$ cat config.mk
export PLATFORM = sky130hd
export DESIGN_NAME = rtw_resp_timeout_wtx
export DESIGN_NICKNAME = d
export VERILOG_FILES = /design/src/shared/rtw_pkg.sv /design/src/shared/rtw_timer_if.sv /design/src/hw/rtw_resp_timer.sv /design/src/hw/rtw_resp_timeout_wtx.sv
export SDC_FILE = /design/constraint.sdc
export NUM_CORES = 1
export LEC_CHECK = 0
export ABC_AREA = 1
export BUFFER_PORTS_ARGS = -buffer_cell sky130_fd_sc_hd__buf_2
export CORE_ASPECT_RATIO = 1.1
export CORE_UTILIZATION = 48
export DETAILED_ROUTE_END_ITERATION = 12
export PLACE_DENSITY = 0.86
export SYNTH_ARGS = -nofsm -noshare
export SYNTH_HDL_FRONTEND = slang
export SYNTH_SLANG_ARGS = --single-unit
$ cat constraint.sdc
create_clock -name clk_sys -period 1.5 [get_ports clk_sys]
set_input_delay 0.075 -clock clk_sys [delete_from_list [all_inputs] [get_ports clk_sys]]
set_output_delay 0.075 -clock clk_sys [all_outputs]
set_load 0.03 [all_outputs]
$ cat src/shared/rtw_pkg.sv
// Purpose: Shared constants and types for the response timeout and wait extension block
// Assumes: 100 MHz system clock
// Notes:   Timing counts derive from the times in milliseconds
`default_nettype none
package rtw_pkg;

   // ----------------------------------------
   // Clock and timing
   // ----------------------------------------
   localparam int CLK_PERIOD_NS    = 10;
   localparam int FRAME_WAIT_MS    = 77;
   localparam int RESP_TIME_MS     = 55;
   localparam int WTX_DELAY_MS     = 2;
   localparam int NS_PER_MS        = 1000000;
   localparam int RESP_TIMEOUT_CYC = (RESP_TIME_MS * NS_PER_MS) / CLK_PERIOD_NS;
   localparam int WTX_DELAY_CYC    = (WTX_DELAY_MS * NS_PER_MS) / CLK_PERIOD_NS;
   localparam int TIMER_W          = 23;

   // ----------------------------------------
   // Protocol values
   // ----------------------------------------
   localparam logic [3:0]  FRAME_WAIT_INT = 4'h8;
   localparam logic [15:0] SW_SUCCESS     = 16'h9000;
   localparam int          WAIT_EXTENSION_MULTIPLIER_W         = 6;

   // ----------------------------------------
   // General control register
   // ----------------------------------------
   localparam logic [15:0] GEN_CTRL_ADDR_LO = 16'hfffe;
   localparam logic [15:0] GEN_CTRL_ADDR_HI = 16'hffff;
   localparam logic [15:0] GEN_CTRL_RESET   = 16'h0000;
   localparam int BIT_SW_RESET    = 0;
   localparam int BIT_RF_ENABLE   = 1;
   localparam int BIT_INT_ENABLE  = 2;
   localparam int BIT_INT_HIGH    = 3;
   localparam int BIT_INT_DRIVE   = 4;
   localparam int BIT_BIP8        = 5;
   localparam int BIT_STANDBY_EN  = 6;
   localparam int BIT_AUTO_ACK    = 8;
   localparam logic [15:0] GEN_CTRL_WMASK = 16'h017e;

   // ----------------------------------------
   // Sequencer states
   // ----------------------------------------
   typedef enum logic [1:0] {
      ST_IDLE,
      ST_WAIT_HOST,
      ST_EXT_PENDING,
      ST_EXT_SENT
   } rtw_state_e;

endpackage
`default_nettype wire

$ cat src/shared/rtw_timer_if.sv
// Purpose: Control and status of the response timer
// Assumes: One controller and one timer on the same clock
// Notes:   Start has priority over stop
`timescale 1ns/1ps
`default_nettype none
interface rtw_timer_if #(
   parameter int W = 23
);
   logic         start;
   logic         stop;
   logic [W-1:0] limit;
   logic         expired;
   logic         running;

   modport ctrl (output start, output stop, output limit, input expired, input running);
   modport tmr  (input start, input stop, input limit, output expired, output running);
endinterface
`default_nettype wire

$ cat src/hw/rtw_resp_timer.sv
// Purpose: Down counter that pulses once when a loaded limit has elapsed
// Assumes: Limit is at least one cycle
// Notes:   Expired is a one-cycle pulse, limit cycles after start
`timescale 1ns/1ps
`default_nettype none
module rtw_resp_timer #(
   parameter int W = 23
) (
   input  wire logic   clk_sys,
   input  wire logic   reset_n,
   rtw_timer_if.tmr    tif
);
   logic [W-1:0] countReg;
   logic         runReg;
   logic         expReg;

   assign tif.running = runReg;
   assign tif.expired = expReg;

   // ----------------------------------------
   // Counter
   // ----------------------------------------
   always_ff @(posedge clk_sys or negedge reset_n) begin
      if (!reset_n) begin
         countReg <= '0;
         runReg   <= 1'b0;
         expReg   <= 1'b0;
      end else begin
         expReg <= 1'b0;
         if (tif.start) begin
            countReg <= tif.limit;
            runReg   <= 1'b1;
         end else if (tif.stop) begin
            runReg <= 1'b0;
         end else if (runReg) begin
            if (countReg <= W'(1)) begin
               runReg <= 1'b0;
               expReg <= 1'b1;
            end else begin
               countReg <= countReg - W'(1);
            end
         end
      end
   end

   AST_TIMER_PULSE: assert property (@(posedge clk_sys) disable iff (!reset_n)
      tif.expired |=> !tif.expired)
      else $error("timer expiry lasted more than one cycle");
endmodule
`default_nettype wire

$ cat src/hw/rtw_resp_timeout_wtx.sv
// Purpose: Host response watchdog with wait time extension toward the reader
// Assumes: Reader front end and host logic share clk_sys; host bits arrive as plain inputs
// Notes:   Registers reached by byte address; one 16-bit control register
`timescale 1ns/1ps
`default_nettype none
module rtw_resp_timeout_wtx
   import rtw_pkg::*;
#(
   parameter int RESP_CYC = RESP_TIMEOUT_CYC,
   parameter int WTX_CYC  = WTX_DELAY_CYC
) (
   input  wire logic              clk_sys,
   input  wire logic              reset_n,
   input  wire logic [15:0]       regAddr,
   input  wire logic              regWrEn,
   input  wire logic [7:0]        regWrData,
   output logic      [7:0]        regRdData,
   input  wire logic              cmdValid,
   input  wire logic              cmdNeedsHost,
   input  wire logic              cmdIsUpdate,
   input  wire logic              commActive,
   input  wire logic              hostDone,
   input  wire logic              hostIrqClear,
   input  wire logic              useCustomSw,
   input  wire logic [15:0]       customSw,
   input  wire logic [WAIT_EXTENSION_MULTIPLIER_W-1:0] extensionValue,
   output logic      [3:0]        frameWaitInteger,
   output logic                   respValid,
   output logic                   respIsWtx,
   output logic      [15:0]       respSw,
   output logic      [WAIT_EXTENSION_MULTIPLIER_W-1:0] respWtxm,
   output logic                   cmdIgnored,
   output logic                   linkReady,
   output logic                   extPendingN,
   output logic                   hostIrqOut,
   output logic                   hostIrqOe,
   output logic                   rfEnable,
   output logic                   bipEnable,
   output logic                   standby
);

   // ----------------------------------------
   // Declarations
   // ----------------------------------------
   rtw_state_e  stateReg;
   logic [15:0] ctrlReg;
   logic        irqFlagReg;
   logic        swReset;
   logic        busy;
   logic        accept;
   logic        autoAckNow;
   logic        doneNow;
   logic        toExt;
   logic        toSent;

   rtw_timer_if #(.W(TIMER_W)) tif ();

   rtw_resp_timer #(.W(TIMER_W)) uTimer (
      .clk_sys (clk_sys),
      .reset_n (reset_n),
      .tif     (tif)
   );

   function automatic logic [7:0] ctrl_byte(input logic [15:0] addr, input logic [15:0] ctrl);
      logic [7:0] b;
      b = 8'h00;
      if (addr == GEN_CTRL_ADDR_LO) begin
         b = ctrl[7:0];
      end else if (addr == GEN_CTRL_ADDR_HI) begin
         b = ctrl[15:8];
      end
      return b;
   endfunction

   // ----------------------------------------
   // Event decode
   // ----------------------------------------
   assign busy       = (stateReg != ST_IDLE);
   assign accept     = cmdValid && !busy && cmdNeedsHost;
   assign autoAckNow = accept && cmdIsUpdate && ctrlReg[BIT_AUTO_ACK];
   assign doneNow    = hostDone && busy;
   assign toExt      = (stateReg == ST_WAIT_HOST) && tif.expired && !hostDone;
   assign toSent     = (stateReg == ST_EXT_PENDING) && tif.expired && !hostDone;
   assign swReset    = regWrEn && (regAddr == GEN_CTRL_ADDR_LO) && regWrData[BIT_SW_RESET];

   // ----------------------------------------
   // Timer control
   // ----------------------------------------
   always_comb begin
      tif.start = 1'b0;
      tif.stop  = 1'b0;
      tif.limit = TIMER_W'(RESP_CYC);
      if (swReset || doneNow) begin
         tif.stop = 1'b1;
      end else if (accept && !autoAckNow) begin
         tif.start = 1'b1;
      end else if (toExt) begin
         tif.start = 1'b1;
         tif.limit = TIMER_W'(WTX_CYC);
      end else if (toSent) begin
         tif.start = 1'b1;
      end
   end

   // ----------------------------------------
   // Sequencer
   // ----------------------------------------
   always_ff @(posedge clk_sys or negedge reset_n) begin
      if (!reset_n) begin
         stateReg <= ST_IDLE;
      end else if (swReset) begin
         stateReg <= ST_IDLE;
      end else begin
         case (stateReg)
            ST_IDLE: begin
               if (accept && !autoAckNow) begin
                  stateReg <= ST_WAIT_HOST;
               end
            end
            ST_WAIT_HOST: begin
               if (doneNow) begin
                  stateReg <= ST_IDLE;
               end else if (toExt) begin
                  stateReg <= ST_EXT_PENDING;
               end
            end
            ST_EXT_PENDING: begin
               if (doneNow) begin
                  stateReg <= ST_IDLE;
               end else if (toSent) begin
                  stateReg <= ST_EXT_SENT;
               end
            end
            ST_EXT_SENT: begin
               if (doneNow) begin
                  stateReg <= ST_IDLE;
               end
            end
            default: begin
               stateReg <= ST_IDLE;
            end
         endcase
      end
   end

   // ----------------------------------------
   // Link pins
   // ----------------------------------------
   always_ff @(posedge clk_sys or negedge reset_n) begin
      if (!reset_n) begin
         linkReady   <= 1'b1;
         extPendingN <= 1'b1;
      end else if (swReset || doneNow || toSent) begin
         linkReady   <= 1'b1;
         extPendingN <= 1'b1;
      end else if (toExt) begin
         linkReady   <= 1'b0;
         extPendingN <= 1'b0;
      end
   end

   // ----------------------------------------
   // Reader responses
   // ----------------------------------------
   always_ff @(posedge clk_sys or negedge reset_n) begin
      if (!reset_n) begin
         respValid  <= 1'b0;
         respIsWtx  <= 1'b0;
         respSw     <= 16'h0000;
         respWtxm   <= '0;
         cmdIgnored <= 1'b0;
      end else begin
         respValid  <= 1'b0;
         cmdIgnored <= cmdValid && busy && !swReset;
         if (swReset) begin
            respValid <= 1'b0;
         end else if (doneNow) begin
            respValid <= 1'b1;
            respIsWtx <= 1'b0;
            respSw    <= useCustomSw ? customSw : SW_SUCCESS;
         end else if (toSent) begin
            respValid <= 1'b1;
            respIsWtx <= 1'b1;
            respWtxm  <= extensionValue;
         end else if (autoAckNow) begin
            respValid <= 1'b1;
            respIsWtx <= 1'b0;
            respSw    <= SW_SUCCESS;
         end
      end
   end

   // ----------------------------------------
   // Host interrupt flag, set wins over clear
   // ----------------------------------------
   always_ff @(posedge clk_sys or negedge reset_n) begin
      if (!reset_n) begin
         irqFlagReg <= 1'b0;
      end else if (accept) begin
         irqFlagReg <= 1'b1;
      end else if (hostIrqClear || swReset) begin
         irqFlagReg <= 1'b0;
      end
   end

   always_comb begin
      hostIrqOut = (irqFlagReg && ctrlReg[BIT_INT_ENABLE]) ~^ ctrlReg[BIT_INT_HIGH];
      hostIrqOe  = ctrlReg[BIT_INT_DRIVE] || (irqFlagReg && ctrlReg[BIT_INT_ENABLE]);
   end

   // ----------------------------------------
   // General control register
   // ----------------------------------------
   always_ff @(posedge clk_sys or negedge reset_n) begin
      if (!reset_n) begin
         ctrlReg <= GEN_CTRL_RESET;
      end else if (regWrEn) begin
         if (regAddr == GEN_CTRL_ADDR_LO) begin
            ctrlReg[7:0] <= regWrData & GEN_CTRL_WMASK[7:0];
         end else if (regAddr == GEN_CTRL_ADDR_HI) begin
            ctrlReg[15:8] <= regWrData & GEN_CTRL_WMASK[15:8];
         end
      end
   end

   always_ff @(posedge clk_sys or negedge reset_n) begin
      if (!reset_n) begin
         regRdData <= 8'h00;
      end else begin
         regRdData <= ctrl_byte(regAddr, ctrlReg);
      end
   end

   // ----------------------------------------
   // Static outputs and standby
   // ----------------------------------------
   assign frameWaitInteger = FRAME_WAIT_INT;
   assign rfEnable         = ctrlReg[BIT_RF_ENABLE];
   assign bipEnable        = ctrlReg[BIT_BIP8];
   assign standby          = ctrlReg[BIT_STANDBY_EN] && !rfEnable && !commActive && !busy;

   // ----------------------------------------
   // Assertions
   // ----------------------------------------
   AST_FWI_EIGHT: assert property (@(posedge clk_sys) disable iff (!reset_n)
      frameWaitInteger == 4'h8)
      else $error("frame wait integer is not eight");

   AST_IRQ_ON_CMD: assert property (@(posedge clk_sys) disable iff (!reset_n)
      (accept && !swReset) |=> irqFlagReg && (busy || $past(autoAckNow)))
      else $error("host interrupt not raised for pending command");

   AST_TIMER_START: assert property (@(posedge clk_sys) disable iff (!reset_n)
      (accept && !autoAckNow && !swReset) |=> tif.running && stateReg == ST_WAIT_HOST)
      else $error("response timer not started");

   AST_PINS_LOW: assert property (@(posedge clk_sys) disable iff (!reset_n)
      (toExt && !swReset) |=> !linkReady && !extPendingN)
      else $error("pins not driven low on timeout");

   AST_EXT_HOLD: assert property (@(posedge clk_sys) disable iff (!reset_n)
      !extPendingN |-> stateReg == ST_EXT_PENDING)
      else $error("extension pin low outside extension");

   AST_WTX_MULT: assert property (@(posedge clk_sys) disable iff (!reset_n)
      (toSent && !swReset) |=> respValid && respIsWtx && respWtxm == $past(extensionValue))
      else $error("extension request wrong or missing");

   AST_PINS_HIGH: assert property (@(posedge clk_sys) disable iff (!reset_n)
      (respValid && respIsWtx) |-> linkReady && extPendingN)
      else $error("pins not released after extension sent");

   AST_SECOND_EXPIRY: assert property (@(posedge clk_sys) disable iff (!reset_n)
      (stateReg == ST_EXT_SENT && tif.expired && !hostDone && !swReset)
      |=> !respValid && extPendingN && stateReg == ST_EXT_SENT)
      else $error("action taken on later expiry");

   AST_BUSY_SILENT: assert property (@(posedge clk_sys) disable iff (!reset_n)
      (cmdValid && busy && !hostDone && !tif.expired && !swReset) |=> !respValid && cmdIgnored)
      else $error("reply sent while command pending");

   AST_LITTLE_END: assert property (@(posedge clk_sys) disable iff (!reset_n)
      $past(regAddr) == GEN_CTRL_ADDR_HI |-> regRdData == $past(ctrlReg[15:8]))
      else $error("high byte not at odd address");

   AST_RESERVED_ZERO: assert property (@(posedge clk_sys) disable iff (!reset_n)
      ctrlReg[15:9] == 7'h00 && ctrlReg[7] == 1'b0)
      else $error("reserved control bits set");

   AST_AUTO_ACK: assert property (@(posedge clk_sys) disable iff (!reset_n)
      (autoAckNow && !swReset) |=> respValid && !respIsWtx && respSw == SW_SUCCESS && !busy)
      else $error("update not acknowledged at once");

   AST_STANDBY: assert property (@(posedge clk_sys) disable iff (!reset_n)
      standby |-> !rfEnable && !commActive && stateReg == ST_IDLE)
      else $error("standby entered while active");

   AST_DEFAULT_SW: assert property (@(posedge clk_sys) disable iff (!reset_n)
      (doneNow && !useCustomSw && !swReset) |=> respValid && respSw == SW_SUCCESS)
      else $error("default status word wrong");

   AST_DONE_CANCEL: assert property (@(posedge clk_sys) disable iff (!reset_n)
      (doneNow && !swReset) |=> !tif.running && extPendingN && !respIsWtx && stateReg == ST_IDLE)
      else $error("host done did not cancel pending work");

   COV_EXTENSION: cover property (@(posedge clk_sys) disable iff (!reset_n)
      respValid && respIsWtx);
   COV_FAST_HOST: cover property (@(posedge clk_sys) disable iff (!reset_n)
      doneNow && stateReg == ST_WAIT_HOST);
   COV_DONE_AFTER_EXT: cover property (@(posedge clk_sys) disable iff (!reset_n)
      doneNow && stateReg == ST_EXT_SENT);
   COV_AUTO_ACK: cover property (@(posedge clk_sys) disable iff (!reset_n)
      autoAckNow);

endmodule
`default_nettype wire

# Word level (Yosys, flattened, before mapping)
# Index checks and enable logic that the tools add are counted.
[totals] reg_bits=69
[op_classes] addsub=1 n_lt_le_gt_ge=1 eq_ne=12 n_mux=45 n_bitwise=4 n_reduce_logical=42
[op_table] op="23-bit 2-to-1 mux" count=7
[op_table] op="16-bit 2-to-1 mux" count=4
[op_table] op="16-bit equality test, second input constant" count=2
[op_table] op="1-bit 2-to-1 mux" count=25
[op_table] op="23-bit by 1-bit less-or-equal comparator with 1-bit output, second input constant" count=1
[op_table] op="23-bit by 1-bit subtractor with 23-bit output, second input constant" count=1
[op_table] op="1-bit logical AND" count=18
[op_table] op="2-bit 2-to-1 mux" count=7
[op_table] op="3-bit AND reduction" count=4
[op_table] op="2-bit nonzero test" count=5
[op_table] op="4-bit inequality test, second input constant" count=2
[op_table] op="2-bit one-hot mux with 4 select lines" count=1
[op_table] op="7-bit 2-to-1 mux" count=1
[op_table] op="1-bit logical NOT" count=6
[op_table] op="2-bit inequality test, second input constant" count=3
[op_table] op="3-bit inequality test, second input constant" count=2
[op_table] op="2-bit equality test, second input constant" count=2
[op_table] op="1-bit logical OR" count=4
[op_table] op="2-bit AND reduction" count=2
[op_table] op="4-bit AND reduction" count=1
[op_table] op="1-bit inverter" count=3
[op_table] op="3-bit nonzero test" count=1
[op_table] op="2-bit by 1-bit equality test with 1-bit output, second input constant" count=1
[op_table] op="2-bit logical NOT" count=1
[op_table] op="1-bit bitwise XNOR" count=1

# Logic depth before layout (Yosys ltp)
[logic_depth] depth_word=12 ltp_mapped=12 ltp_nobuf=11

# Cells and area by module
# A second synthesis with hierarchy kept.
[hier_totals] hier_cells=551 hier_area_um2=3975.1
[modules_own_cells] mod="rtw_resp_timeout_wtx" instances=1 cells_per_inst=234 area_each_um2=2053.2 seq_area_each_um2=1077.3
[modules_own_cells] mod="rtw_resp_timer" instances=1 cells_per_inst=317 area_each_um2=1921.8 seq_area_each_um2=625.6

# Worst setup path before layout
# OpenSTA, ideal clock, no wires.
[synth_path] path_type="register to output" startpoint="register stateReg[0]" endpoint="output standby" t_arrival_ps=1530 t_required_ps=1425 setup_slack_ps=-105 stages_incl_launch_ff=4 path_buffers=0 path_cell_list="dfrtp_1 > nor2_2 > inv_1 > nor4_1"
[synth_between] elab_chain_len=3
[synth_rtl] element="from (decl)" line="rtw_resp_timeout_wtx.sv:45" rtl="rtw_state_e stateReg;"
[synth_rtl] element="from (signal assigned)" line="rtw_resp_timeout_wtx.sv:110" rtl="stateReg <= ST_IDLE;"
[synth_rtl] element="from (signal assigned)" line="rtw_resp_timeout_wtx.sv:112" rtl="stateReg <= ST_IDLE;"
[synth_rtl] element="from (signal assigned)" line="rtw_resp_timeout_wtx.sv:117" rtl="stateReg <= ST_WAIT_HOST;"
[synth_rtl] element="2-bit nonzero test" line="rtw_resp_timeout_wtx.sv:78" rtl="assign busy = (stateReg != ST_IDLE);"
[synth_rtl] element="1-bit logical NOT" line="rtw_resp_timeout_wtx.sv:240" rtl="assign standby = ctrlReg[BIT_STANDBY_EN] && !rfEnable && !commActive && !busy;"
[synth_rtl] element="1-bit logical AND" line="rtw_resp_timeout_wtx.sv:240"
[synth_rtl] element="to (decl)" line="rtw_resp_timeout_wtx.sv:39" rtl="output logic standby"
# No other way between the ends.

# Final worst setup path
[layout_path] startpoint="register stateReg[1]" endpoint="register uTimer.countReg[9]"
[layout_between] elab_chain_len=12 word_cells_on_any_way=28
[layout_rtl] element="2-bit nonzero test" line="rtw_resp_timeout_wtx.sv:78"
[layout_rtl] element="1-bit logical NOT" line="rtw_resp_timeout_wtx.sv:79" rtl="assign accept = cmdValid && !busy && cmdNeedsHost;"
[layout_rtl] element="1-bit logical AND (2 in a row)" line="rtw_resp_timeout_wtx.sv:79"
[layout_rtl] element="1-bit logical AND (2 in a row)" line="rtw_resp_timeout_wtx.sv:80" rtl="assign autoAckNow = accept && cmdIsUpdate && ctrlReg[BIT_AUTO_ACK];"
[layout_rtl] element="1-bit logical NOT" line="rtw_resp_timeout_wtx.sv:95" rtl="end else if (accept && !autoAckNow) begin"
[layout_rtl] element="1-bit logical AND" line="rtw_resp_timeout_wtx.sv:95"
[layout_rtl] element="1-bit 2-to-1 mux" line="rtw_resp_timeout_wtx.sv:95"
[layout_rtl] element="1-bit 2-to-1 mux" line="rtw_resp_timeout_wtx.sv:93" rtl="if (swReset || doneNow) begin"
[layout_rtl] element="2-bit inequality test (no source line) / 2-bit nonzero test (equally long branches)"
[layout_rtl] element="3-bit AND reduction (no source line)"
[layout_rtl] element="to (signal assigned)" line="rtw_resp_timer.sv:31" rtl="countReg <= tif.limit;"
[layout_rtl] element="to (signal assigned)" line="rtw_resp_timer.sv:40" rtl="countReg <= countReg - W'(1);"
[layout_rtl] element="to (decl)" line="rtw_resp_timer.sv:13" rtl="logic [W-1:0] countReg;"
# Several ways; a longest one is shown, not always the timed one.
# A chain may end at the register's enable or synchronous reset.

==> parameters.txt <==
Parameter                              Value

Outcome
  Run status    finished with violations
  Failing checks    negative hold slack, negative setup slack

Floorplanning
  Die H    93.6 um
  Ports placed on the boundary    100
  FP Rows    33
  Initial core utilization    0.492
  Die width    85.2 um
  Die Outline Area    approximately 8000 sq um
  Core Area    7430 sq um

Worst setup path
  R2R Path Start    stateReg[1]
  CP Launch Type    flop
  Cell depth of the worst flop-to-flop path    10
  Reg2Reg Setup Slack    -0.48 ns
  Critical path capture point type    flop
  Required time at the endpoint of the critical path    approximately 1.8 ns
  Crit path max fanout    6
  Capture instance of the worst register-to-register path    uTimer.countReg[9]
  Arrival @ worst endpoint    2.23 ns
  Worst setup path class    flop to flop

Logic synthesis
  Number of library cell types mapped by synthesis    34
  Sequential cell area fraction in the yosys report    0.465
  Post-synthesis instance total    480
  Syn Area/Cell    roughly 7.6 sq um
  Post-synth top flop    dfrtp_1
  Netlist area before placement    approximately 3700 sq um
  Post-synthesis async set-or-reset flop share    1.00
  Flip-flop and latch count after synthesis    around 70
  Number of synthesized flops with an enable pin    0
  Yosys warnings    0

Timing
  Fin crit period    1.98 ns
  Worst clock skew    about 0.0076 ns
  Final worst path period share    1.32
  Worst setup margin    -0.478 ns
  Final setup vio count    between 40 and 50
  Maximum achievable frequency    between 0.5 and 0.6 GHz
  Unrepaired setup endpoints after global routing    yes
  Number of hold violations in the final report    1
  Smallest hold slack    -0.00839 ns
  Final slew viol count    0

Routing
  Total iterations of the first detailed-routing run    5
  Violation count after the first detailed-route iteration    403
  Avg WL per Cell    slightly below 20 um
  Vias per Instance    5.86
  Total vias in the final route    around 4500
  Sum of routed wire length over all layers    15000 um
  DRC    0
  Detail Route Antenna Nets    0

Placement
  Routability congestion estimate from global placement    just over 0.9
  Post-placement cell area    between 4000 and 5000 sq um
  Inst Count DP    approximately 710
  Buffers added on ports    between 90 and 100
  HPWL after detailed placement    a little over 7000 um

Global route
  Antenna violations before repair    0
  Total track usage    0.339
  Vias in the first global route    approximately 4400
  Pin count of the biggest net entering global routing    45
  Overflow after GRT    0
  Wire length of the first global-routing pass    20600 um

Pwr
  Leakage power of the design    roughly 3 nW
  Total power divided by cell area    approximately 1800 nW/um^2
  Worst vdd ir    roughly 0.001 V

Layout
  Ant. Diodes    0
  # fillers    407
  Post-Route Utilization    0.783
  Area used by multi-input combinational logic    around 2100 sq um
  # nets final    between 700 and 800
  Register area    between 1500 and 2000 sq um
  Layout cells sized above 1    0.440
  Area overhead of the layout relative to synthesis    59.1%
  Post-layout instance area    slightly below 6000 sq um
  Count of non-filler cells in the finished layout    around 770

Clocking
  Clock latency of the later-clocked register in the worst-skew pair    approximately 0.37 ns
  H-tree lvl count    3
  Number of buffers on the longest clock path    2
  Total CTS buffers    9
  Register clock-pin slew on the reported worst setup and hold paths    around 0.080 ns
  CTS tree    built
  TritonCTS sink count    68
  Root Driver    clkbuf_8

Worst hold path
  Hold_sp    customSw[4]
  Hold Crit Depth    3
  Worst Hold Endpoint    respSw[4]
  Path class of the lowest-slack min-delay path    input port to flop

Flow run
  Number of max-cap violations    0
per-layer routing:
layer  share of wire  vias up  GRT usage
met5               0        -          0
met4           0.089        0      0.232
met3           0.086      140     0.0768
met2            0.50      367      0.613
met1            0.32     2106      0.347
li1                -     1921          -
worst max-delay path, stage by stage (launching register included):
cell and delay (ns):
dfrtp_2 0.49, inv_2 0.10, nand2_1 0.18, nor2_2 0.22, nor2_2 0.10, nand2_4 0.12
nand3_4 0.18, buf_12 0.20, buf_16 0.14, nand3_2 0.07, nand2_1 0.06
cells in the final DEF (no fill, tap or decap), drive strengths merged:
cell / n
nor3: 2
xor2: 6
xnor2: 8
conb: 5
clkinvlp: 1
and3: 1
or2: 2
clkbuf: 9
buf: 179
nand2: 171
a211o: 1
nand3b: 3
a21oi: 9
a31oi: 1
bufinv: 1
nor2: 63
clkinv: 2
dfstp: 1
dlygate4sd3: 27
nor4: 3
inv: 38
nand4: 6
nand3: 57
o21bai: 1
dfrtp: 67
o21ai: 21
ha: 2
what timing repair did:
action | CTS | global route
setup endpoints to repair | 41 | 51
hold buffers | 26 | 1
endpoints found under the hold margin | 93 | 1
buffers inserted | 13 | 6
cloned | 5 | 0
gates resized for setup | 59 | 61
pin swaps | 19 | 18
stage by stage:
step                      TNS [ns]  setup WS, ns  power [mW]
after floorplan                  0        0.0240        5.21
final                       -14.47        -0.478        10.7
after CTS                    -2.75        -0.117        9.55
after global routing        -17.14        -0.505        11.2
after detailed placement     -7.48        -0.351        7.08
after global placement       -3.39        -0.191        6.87
Yosys cell counts, types with 2 or more instances:
cell type / n / share of area
nand2_1: 164 / 0.17
dfrtp_1: 67 / 0.46
nor2_1: 59 / 0.061
nand3_1: 52 / 0.071
inv_1: 32 / 0.033
o21ai_0: 21 / 0.029
a21oi_1: 8 / 0.011
buf_4: 8 / 0.016
xnor2_1: 8 / 0.019
buf_2: 6 / 0.0082
nand4_1: 6 / 0.010
xor2_1: 6 / 0.014
buf_6: 3 / 0.0092
clkbuf_1: 3 / 0.0031
inv_2: 3 / 0.0031
nand2_4: 3 / 0.0092
nand3_2: 3 / 0.0082
nand3b_1: 3 / 0.0062
nor4_1: 3 / 0.0051
conb_1: 2 / 0.0021
ha_1: 2 / 0.0068
nand3_4: 2 / 0.0096
nor2_2: 2 / 0.0034
nor2_4: 2 / 0.0062
nor3_1: 2 / 0.0027
or2_2: 2 / 0.0034
registers in the layout (all words and copies together) (netlist names):
signal,cells
respValid,1
regRdData,7
respSw,16
irqFlagReg,1
cmdIgnored,1
respWtxm,6
uTimer.tif.running,1
ctrlReg,7
uTimer.tif.expired,1
uTimer.countReg,23
stateReg,2
extPendingN,1
respIsWtx,1
layout make-up:
| class | instances | area share |
|---|---|---|
| multi-input cells | 362 | 0.364 |
| flip-flops and latches | 68 | 0.293 |
| repair buffers | 206 | 0.264 |
| inverters | 35 | 0.0243 |
| clock buffers | 9 | 0.0213 |
| well taps | 87 | 0.0187 |
| clock inverters | 7 | 0.0144 |
worst max-delay path by stage:
stage | startpoint | to | slack, ns
floorplan | uTimer.countReg[0] | uTimer.countReg[16] | 0.02
global placement | uTimer.countReg[0] | uTimer.countReg[2] | -0.19
detailed placement | uTimer.countReg[0] | uTimer.countReg[7] | -0.35
CTS | stateReg[1] | uTimer.countReg[2] | -0.12
global route | stateReg[1] | uTimer.countReg[14] | -0.50
finish | stateReg[1] | uTimer.countReg[9] | -0.48
power by group:
group | internal, mW | total, mW | leakage (nW) | switching [mW]
Sequential | 2.26 | 2.73 | 0.875 | 0.472
Clock | 0.797 | 1.63 | 0.102 | 0.837
Combinational | 2.69 | 6.37 | 2.09 | 3.69
logic make-up (layout without fill, tap and decap cells):
group	after synthesis	after routing	share of synthesized area
buffers and inverters	56	257	0.0742
adders and majority gates	2	2	0.00684
and+or+nand+nor	305	308	0.368
xor gates and xnor gates	14	14	0.0335
AOI/OAI and AO/OA	33	33	0.0503
other	2	5	0.00205
DFF	68	68	0.465
Note: power is estimated with default switching activity, not from simulation.
